<file path="src/iocts_pkg.sv">
package iocts_pkg;

   // apb register byte offsets
   localparam logic [11:0] ADDR_CTRL   = 12'h000;
   localparam logic [11:0] ADDR_STATUS = 12'h004;
   localparam logic [11:0] ADDR_BURST  = 12'h008;
   localparam logic [11:0] ADDR_CAPT   = 12'h00c;

   // control register fields
   localparam int CTRL_DDR_BIT    = 0;
   localparam int CTRL_LATCH_BIT  = 1;
   localparam int CTRL_BYPASS_BIT = 2;
   localparam int CTRL_ARM_BIT    = 3;
   localparam int CTRL_WIDTH      = 3;

   // status register fields
   localparam int ST_POL_BIT    = 0;
   localparam int ST_ACTIVE_BIT = 1;
   localparam int ST_ARMED_BIT  = 2;
   localparam int ST_MISS_BIT   = 3;
   localparam int ST_DET_LSB    = 8;
   localparam int ST_BEAT_LSB   = 16;

   // reset values
   localparam logic [2:0] CTRL_RESET  = 3'h0;
   localparam logic [7:0] BURST_RESET = 8'h08;

   // link clock rising edges allowed between arming and the preamble
   localparam logic [7:0] PREAMBLE_WAIT_EDGES = 8'h40;

   localparam int ELEMENTS = 2;

   typedef enum logic [1:0] {
      RD_IDLE,
      RD_ARMED,
      RD_BURST
   } iocts_read_type;

endpackage

</file>
<file path="src/iocts_tri_if.sv">
`timescale 1ns/1ps
interface iocts_tri_if;
   logic ddrMode;
   logic latchMode;
   logic bypass;
   logic clkHigh;
   logic clkRise;
   logic firstIn;
   logic secondIn;
   logic triOut;

   modport ctl (
      output ddrMode,
      output latchMode,
      output bypass,
      output clkHigh,
      output clkRise,
      output firstIn,
      output secondIn,
      input  triOut
   );

   modport path (
      input  ddrMode,
      input  latchMode,
      input  bypass,
      input  clkHigh,
      input  clkRise,
      input  firstIn,
      input  secondIn,
      output triOut
   );
endinterface

</file>
<file path="src/iocts_tristate_path.sv">
`timescale 1ns/1ps
module iocts_tristate_path
   import iocts_pkg::*;
(
   input wire logic   clk,
   input wire logic   rstN,
   iocts_tri_if.path  port
);

   typedef struct packed {
      logic firstReg;
      logic secondLatch;
      logic sdrStore;
   } iocts_path_type;

   iocts_path_type state_ff;
   iocts_path_type nxt_state;

   always_comb begin
      nxt_state = state_ff;
      if (port.ddrMode) begin
         if (port.clkRise) begin
            nxt_state.firstReg = port.firstIn;
         end
         // transparent while the clock is low, holds while high
         if (!port.clkHigh) begin
            nxt_state.secondLatch = port.secondIn;
         end
      end else if (port.latchMode) begin
         if (!port.clkHigh) begin
            nxt_state.sdrStore = port.firstIn;
         end
      end else if (port.clkRise) begin
         nxt_state.sdrStore = port.firstIn;
      end
   end

   always_comb begin
      if (port.bypass) begin
         port.triOut = port.firstIn;
      end else if (port.ddrMode) begin
         // first half follows the rising edge, second half the latch
         port.triOut = port.clkHigh ? state_ff.firstReg
                                    : state_ff.secondLatch;
      end else begin
         port.triOut = state_ff.sdrStore;
      end
   end

   always_ff @(posedge clk or negedge rstN) begin
      if (!rstN) begin
         state_ff <= '0;
      end else begin
         state_ff <= nxt_state;
      end
   end

endmodule

</file>
<file path="src/iocts_top.sv">
// Summary of operation
// - each cell holds two I/O elements
// - element drives data, tristate; takes pad input
// - tristate control may be registered before pad
// - one single-rate store, one rising-edge register, one latch
// - single-rate: first input via one store
// - single-rate store is flip-flop or latch
// - double-rate: first on rise, second latched
// - clock-driven mux picks stored value per phase
// - latch passes while clock low, holds high
// - move strobe-captured read data into clk domain
// - polarity selects capture edge of sync registers
// - polarity re-evaluated at every read start
// - detect undriven-to-low strobe, set polarity
`timescale 1ns/1ps
module iocts_top
   import iocts_pkg::*;
(
   input  wire logic                clk,
   input  wire logic                rst_b,
   input  wire logic [11:0]         paddr,
   input  wire logic                psel,
   input  wire logic                penable,
   input  wire logic                pwrite,
   input  wire logic [31:0]         pwdata,
   output logic      [31:0]         prdata,
   output logic                     pready,
   output logic                     pslverr,
   input  wire logic                ioClk,
   input  wire logic [ELEMENTS-1:0] coreDataOut,
   input  wire logic [ELEMENTS-1:0] tristateInFirst,
   input  wire logic [ELEMENTS-1:0] tristateInSecond,
   output logic      [ELEMENTS-1:0] padDataOut,
   output logic      [ELEMENTS-1:0] padTristateControl,
   input  wire logic [ELEMENTS-1:0] padDataIn,
   input  wire logic                strobeIn,
   input  wire logic                readStart,
   output logic      [ELEMENTS-1:0] readData,
   output logic                     readValid,
   output logic                     readActive,
   output logic                     clockPolarity
);

   typedef struct packed {
      logic [2:0]                ioClkSync;
      logic                      ioClkF;
      logic [2:0]                strobeSync;
      logic                      strobeF;
      logic [2:0][ELEMENTS-1:0]  dinSync;
      logic [ELEMENTS-1:0]       dinF;
      logic [CTRL_WIDTH-1:0]     ctrl;
      logic [7:0]                burstLen;
      iocts_read_type            rd;
      logic                      pol;
      logic [7:0]                beatCnt;
      logic [7:0]                waitCnt;
      logic [7:0]                detCnt;
      logic                      missFlag;
      logic [ELEMENTS-1:0]       capt;
      logic [ELEMENTS-1:0]       readData;
      logic                      readValid;
      logic                      readActive;
      logic [ELEMENTS-1:0]       padTri;
      logic [ELEMENTS-1:0]       padData;
      logic [31:0]               prdata;
      logic                      pready;
      logic                      pslverr;
   } iocts_state_type;

   logic [1:0]          rstSync_ff;
   logic                rstN;
   iocts_state_type     state_ff;
   iocts_state_type     nxt_state;
   logic                ioRise;
   logic                ioFall;
   logic                captEdge;
   logic                armReq;
   logic [7:0]          nextBeat;
   logic [7:0]          nextWait;
   logic                apbWrite;
   logic [ELEMENTS-1:0] triOut;

   // asynchronous assert, release through two flops
   always_ff @(posedge clk or negedge rst_b) begin
      if (!rst_b) begin
         rstSync_ff <= 2'h0;
      end else begin
         rstSync_ff <= {rstSync_ff[0], 1'b1};
      end
   end

   assign rstN = rstSync_ff[1];

   // one tristate path per element
   for (genvar g = 0; g < ELEMENTS; g++) begin : gElem
      iocts_tri_if triLink ();

      assign triLink.ddrMode   = state_ff.ctrl[CTRL_DDR_BIT];
      assign triLink.latchMode = state_ff.ctrl[CTRL_LATCH_BIT];
      assign triLink.bypass    = state_ff.ctrl[CTRL_BYPASS_BIT];
      assign triLink.clkHigh   = state_ff.ioClkF;
      assign triLink.clkRise   = ioRise;
      assign triLink.firstIn   = tristateInFirst[g];
      assign triLink.secondIn  = tristateInSecond[g];
      assign triOut[g]         = triLink.triOut;

      iocts_tristate_path uPath (
         .clk  (clk),
         .rstN (rstN),
         .port (triLink.path)
      );
   end

   always_comb begin
      nxt_state = state_ff;

      // pin inputs: three stages, a change counts once stages 2 and 3 agree
      nxt_state.ioClkSync  = {state_ff.ioClkSync[1:0], ioClk};
      nxt_state.strobeSync = {state_ff.strobeSync[1:0], strobeIn};
      nxt_state.dinSync    = {state_ff.dinSync[1:0], padDataIn};
      if (state_ff.ioClkSync[1] == state_ff.ioClkSync[2]) begin
         nxt_state.ioClkF = state_ff.ioClkSync[2];
      end
      if (state_ff.strobeSync[1] == state_ff.strobeSync[2]) begin
         nxt_state.strobeF = state_ff.strobeSync[2];
      end
      for (int i = 0; i < ELEMENTS; i++) begin
         if (state_ff.dinSync[1][i] == state_ff.dinSync[2][i]) begin
            nxt_state.dinF[i] = state_ff.dinSync[2][i];
         end
      end

      ioRise   = nxt_state.ioClkF & ~state_ff.ioClkF;
      ioFall   = ~nxt_state.ioClkF & state_ff.ioClkF;
      // selected edge of the synchronizing registers; a fall seen while
      // the link clock is high leaves too little margin to the next rise
      if (state_ff.pol) begin
         captEdge = ioFall;
      end else begin
         captEdge = ioRise;
      end
      nextBeat = state_ff.beatCnt + 8'h01;
      nextWait = state_ff.waitCnt + 8'h01;

      // pad outputs, registered once more for clean pin timing
      nxt_state.padTri  = triOut;
      nxt_state.padData = coreDataOut;

      // apb: decode in setup, answer in the first access cycle
      nxt_state.pready = psel & ~penable;
      apbWrite = psel & penable & state_ff.pready & pwrite;
      armReq   = readStart;
      if (psel && !penable) begin
         nxt_state.prdata  = 32'h0;
         nxt_state.pslverr = 1'b0;
         case (paddr)
            ADDR_CTRL: begin
               nxt_state.prdata[CTRL_WIDTH-1:0] = state_ff.ctrl;
            end
            ADDR_STATUS: begin
               nxt_state.prdata[ST_POL_BIT]    = state_ff.pol;
               nxt_state.prdata[ST_ACTIVE_BIT] = state_ff.readActive;
               nxt_state.prdata[ST_ARMED_BIT]  = state_ff.rd == RD_ARMED;
               nxt_state.prdata[ST_MISS_BIT]   = state_ff.missFlag;
               nxt_state.prdata[ST_DET_LSB +: 8]  = state_ff.detCnt;
               nxt_state.prdata[ST_BEAT_LSB +: 8] = state_ff.beatCnt;
            end
            ADDR_BURST: begin
               nxt_state.prdata[7:0] = state_ff.burstLen;
            end
            ADDR_CAPT: begin
               nxt_state.prdata[ELEMENTS-1:0] = state_ff.capt;
            end
            default: begin
               nxt_state.pslverr = 1'b1;
            end
         endcase
      end
      if (apbWrite && !state_ff.pslverr) begin
         case (paddr)
            ADDR_CTRL: begin
               nxt_state.ctrl = pwdata[CTRL_WIDTH-1:0];
               armReq = readStart | pwdata[CTRL_ARM_BIT];
            end
            ADDR_STATUS: begin
               // write one to clear; a miss in the same cycle wins below
               if (pwdata[ST_MISS_BIT]) begin
                  nxt_state.missFlag = 1'b0;
               end
            end
            ADDR_BURST: begin
               nxt_state.burstLen = pwdata[7:0];
            end
            default: begin
               nxt_state.burstLen = state_ff.burstLen;
            end
         endcase
      end

      // read capture sequencer
      nxt_state.readValid = 1'b0;
      case (state_ff.rd)
         RD_IDLE: begin
            // a new arm starts a fresh polarity decision
            if (armReq) begin
               nxt_state.rd      = RD_ARMED;
               nxt_state.waitCnt = 8'h00;
            end
         end
         RD_ARMED: begin
            // strobe must be seen at its undriven high level first
            if (state_ff.strobeF && !nxt_state.strobeF) begin
               // falling mid-high: the next rise is too close, use fall
               nxt_state.pol        = state_ff.ioClkF;
               nxt_state.detCnt     = state_ff.detCnt + 8'h01;
               nxt_state.beatCnt    = 8'h00;
               nxt_state.rd         = RD_BURST;
               nxt_state.readActive = 1'b1;
            end else if (ioRise) begin
               nxt_state.waitCnt = nextWait;
               if (nextWait >= PREAMBLE_WAIT_EDGES) begin
                  nxt_state.missFlag = 1'b1;
                  nxt_state.rd       = RD_IDLE;
               end
            end
         end
         RD_BURST: begin
            // polarity is left alone until the burst ends
            if (captEdge) begin
               nxt_state.capt      = state_ff.dinF;
               nxt_state.readData  = state_ff.dinF;
               nxt_state.readValid = 1'b1;
               nxt_state.beatCnt   = nextBeat;
               if (nextBeat >= state_ff.burstLen) begin
                  nxt_state.rd         = RD_IDLE;
                  nxt_state.readActive = 1'b0;
               end
            end
         end
         default: begin
            nxt_state.rd         = RD_IDLE;
            nxt_state.readActive = 1'b0;
         end
      endcase
   end

   always_ff @(posedge clk or negedge rstN) begin
      if (!rstN) begin
         state_ff          <= '0;
         state_ff.ctrl     <= CTRL_RESET;
         state_ff.burstLen <= BURST_RESET;
      end else begin
         state_ff <= nxt_state;
      end
   end

   assign prdata             = state_ff.prdata;
   assign pready             = state_ff.pready;
   assign pslverr            = state_ff.pslverr;
   assign padDataOut         = state_ff.padData;
   assign padTristateControl = state_ff.padTri;
   assign readData           = state_ff.readData;
   assign readValid          = state_ff.readValid;
   assign readActive         = state_ff.readActive;
   assign clockPolarity      = state_ff.pol;

endmodule

</file>
<file path="config.mk">
export PLATFORM = sky130hd
export DESIGN_NAME = iocts_top
export DESIGN_NICKNAME = d
export VERILOG_FILES = /design/src/iocts_pkg.sv /design/src/iocts_tri_if.sv /design/src/iocts_tristate_path.sv /design/src/iocts_top.sv
export SDC_FILE = /design/constraint.sdc
export NUM_CORES = 1
export LEC_CHECK = 0
export BUFFER_PORTS_ARGS = -buffer_cell sky130_fd_sc_hd__buf_2
export CAP_MARGIN = 25
export CORE_UTILIZATION = 49
export CTS_CLUSTER_SIZE = 24
export DETAILED_ROUTE_END_ITERATION = 10
export PLACE_DENSITY_LB_ADDON = 0.1
export SETUP_SLACK_MARGIN = 0.4
export SYNTH_ARGS = -nofsm -noshare
export SYNTH_HDL_FRONTEND = slang
export SYNTH_HIERARCHICAL = 1
export SYNTH_SLANG_ARGS = --single-unit
</file>
<file path="constraint.sdc">
create_clock -name clk -period 2.7 [get_ports clk]
set_input_delay 0.135 -clock clk [delete_from_list [all_inputs] [get_ports clk]]
set_output_delay 0.135 -clock clk [all_outputs]
set_load 0.05 [all_outputs]
</file>
==> results.md <==
- Syn_area_per_cell: 11.3 µm²
- Clock buffer depth: 2
- Slowest stage delay, CP: 0.52 ns
- Vias in the first global route: about 3100
- Antenna cells: 0
- CP Max Fanout: 14
- Number of vias in the routed layout: 3082
- Global-route wire length before repair: 14.7 mm
- Top delay family on crit path: simple AND/OR/NAND/NOR gates
- # placed instances: 549
- Status: completed
- Area grow syn2layout: 13.6%
- IO Pins: a little over 100
- Die area: 9720 µm²
- Worst skew pair latency: 0.36 ns
- Area post-placement: 4810 µm²
- Final Hold Vio Count: 0
- Post-Syn Instances: 406
- Synth warn: 6
- Peak VDD IR: 482 µV
- Post-CTS Setup Bufs: 0
- #FFs+latches synth: 97
- CTS root buf: clkbuf_8
- Crit. End Element: register
- TritonCTS buffer count: 9
- CTS tree: yes
- Layout Nets: 537
- GRT Overall Usage: 0.196
- Routed WL per cell: 14.8 µm
- Sequential area share after synthesis: 0.531
- Cell area after synthesis: roughly 4600 µm²
- Pin count of the biggest net entering global routing: between 50 and 60
- Post-synth EDFFs: 0
- Htree depth: 3
- Slew Limit Fails: 0
- Port bufs: 70
- Total gr overflow: 0
- Die width: just under 100 µm
- DR DRC count: 0
- Hold WS: 0.0238 ns
- Worst Path Required: 3.00 ns
- PwrDens: 706 nW/µm²
- Final ANT Viol Nets: 0
- R2R depth: 6
- Core area: 8890 µm²
- Critical path launch point type: register
- Setup TNS: 0 ns
- Minimum clock period: 2.01 ns
- Arrival time at the worst endpoint: 2.31 ns
- Slew margin rel.: 0.596
- Critical-path cell list: nand3b_1 -> inv_1 -> a32oi_1 -> o21a_2 -> or4_1 -> nand3_1
- CP max stage cell: dfrtp_1
- Hold Path Class: in -> reg
- Initial Utilization: 0.514
- Via density: ~5.3
- Most common flop cell mapped by yosys: dfrtp_1
- Setup CP Type: reg -> reg
- Setup Skew: 0.0137 ns
- Rows: 34
- Worst slew pin tran: 0.606 ns
- Leak: 0.00260 µW
- Die extent in y: 98.6 µm
- Final Setup Violations: 0
- WHS Path Cells: 2
- Gpl congestion: between 0.8 and 0.9
- Critical path depth: 6
- Fraction of registers with async set/reset: 1.00
- Final period util: 0.744
- CTS clk-pin slew, worst paths: 0.09 ns
- DP HPWL: approximately 6.2 mm
- Worst Path Buf+Inv: 1
- Final Non-Filler Cells: 579
- Max Freq: 498 MHz
- Netlist cell types: 55
- Share of layout cells above drive strength 1: 0.257
- CTS sink cnt: 97
- Design area: 5190 µm²
- Detailed Routing Iterations Pass 1: 4
- Unrepaired setup endpoints after global routing: no
- Post-Route WL: 8.58 mm
- Max Cap Viol: 0
- Antenna violations before repair: 0
- DR iter-0 viols: 78
path summary, 6_finish.rpt:
path                                       to                startpoint  slack [ns]
worst max-delay path             state_ff[60]  gElem[0].triLink.clkHigh        0.69
max in group asynchronous        state_ff[75]             rstSync_ff[1]        1.63
min in group asynchronous       rstSync_ff[1]                     rst_b        0.08
worst max register to register   state_ff[60]  gElem[0].triLink.clkHigh        0.69
worst min-delay path             state_ff[75]                 pwdata[3]        0.02
worst min register to register   state_ff[83]             rstSync_ff[1]        0.35
worst register-to-register path: stages, from the launching register on:
cell      delay (ns)
dfrtp_1         0.52
nand3b_1        0.31
inv_1           0.24
a32oi_1         0.14
o21a_2          0.23
or4_1           0.42
nand3_1         0.09
state kept, by name, indices dropped and copies added, names as in the netlist, 2 cells and up:
| name | cells |
|---|---|
| gElem.uPath/state_ff | 6 |
| nxt_state | 8 |
| state_ff | 42 |
| rstSync_ff | 2 |
| padTristateControl | 2 |
| padDataOut | 2 |
| readData | 2 |
| prdata | 24 |
cells in the mapped netlist (9+ instances only):
cell     count  share of area
a22o_1      17          0.033
buf_4       39          0.064
ha_1        11          0.030
o21ai_0     10          0.011
nand3_1     28          0.031
nor2_1      15          0.012
xnor2_1      9          0.017
inv_1       12         0.0098
dfrtp_1     96           0.53
mux2_2      13          0.032
nand2_1     49          0.040
power breakdown:
group,total (µW),leakage [µW],switching (µW),internal (µW)
Clock,1130,0.000115,510,615
Combinational,710,0.00123,447,263
Sequential,1830,0.00126,221,1610
Total,3670,0.00260,1180,2490
timing repair:
item / 4_1_cts / 5_1_grt
hold buffers: 12 / 2
endpoints found under the hold margin: 13 / 2
gates resized for setup: 0 / 3
endpoints found under the setup margin: 0 / 2
per-stage QoR:
step                 util  worst slack, ns  total power, µW
floorplan               -            0.926             2380
global placement    0.541            0.627             2530
detailed placement  0.541            0.597             2560
CTS                 0.581            0.562             3700
global route        0.584            0.399             3880
finish              0.584            0.691             3670
cells by family after synthesis:
kind of cell,Yosys count,share of synthesized area
other,2,0.00164
XOR/XNOR,14,0.0268
buffers and inverters,59,0.0824
adder cells (fa/ha/maj),15,0.0389
multiplexers,26,0.0676
AND/OR/NAND/NOR,135,0.160
AO/OA/AOI/OAI,58,0.0922
flip-flops,97,0.531
layout make-up:
type	instances	area (µm²)
Multi-Input combinational cell	257	1800
Fill cell	767	3700
Timing Repair Buffer	89	541
Clock buffer	9	124
Clock inverter	7	119
Tap cell	108	135
Sequential cell	97	2430
Inverter	12	45.0
metal layers:
metal,part of all wire,vias up,global-route usage
met5,0,-,0
met4,0.022,0,0.0873
met3,0.028,16,0.0369
met2,0.49,74,0.328
met1,0.46,1484,0.249
li1,-,1508,-
layout by cell type (no fill, tap or decap), types with 5 or more instances in the layout:
cell and n:
dfrtp_1 93, buf_2 70, nand2_1 49, nand3_1 28, a22o_1 17, nor2_1 14
dlygate4sd3_1 14, mux2_2 13, inv_1 12, ha_1 11, o21ai_0 10, xnor2_1 9
conb_1 9, clkbuf_8 9, and3_1 6, nor2b_1 6, mux2_1 6, xor2_1 5
a21o_1 5, a211oi_1 5, a21oi_1 5, mux2i_1 5
Power figures use the tool's default switching activity.
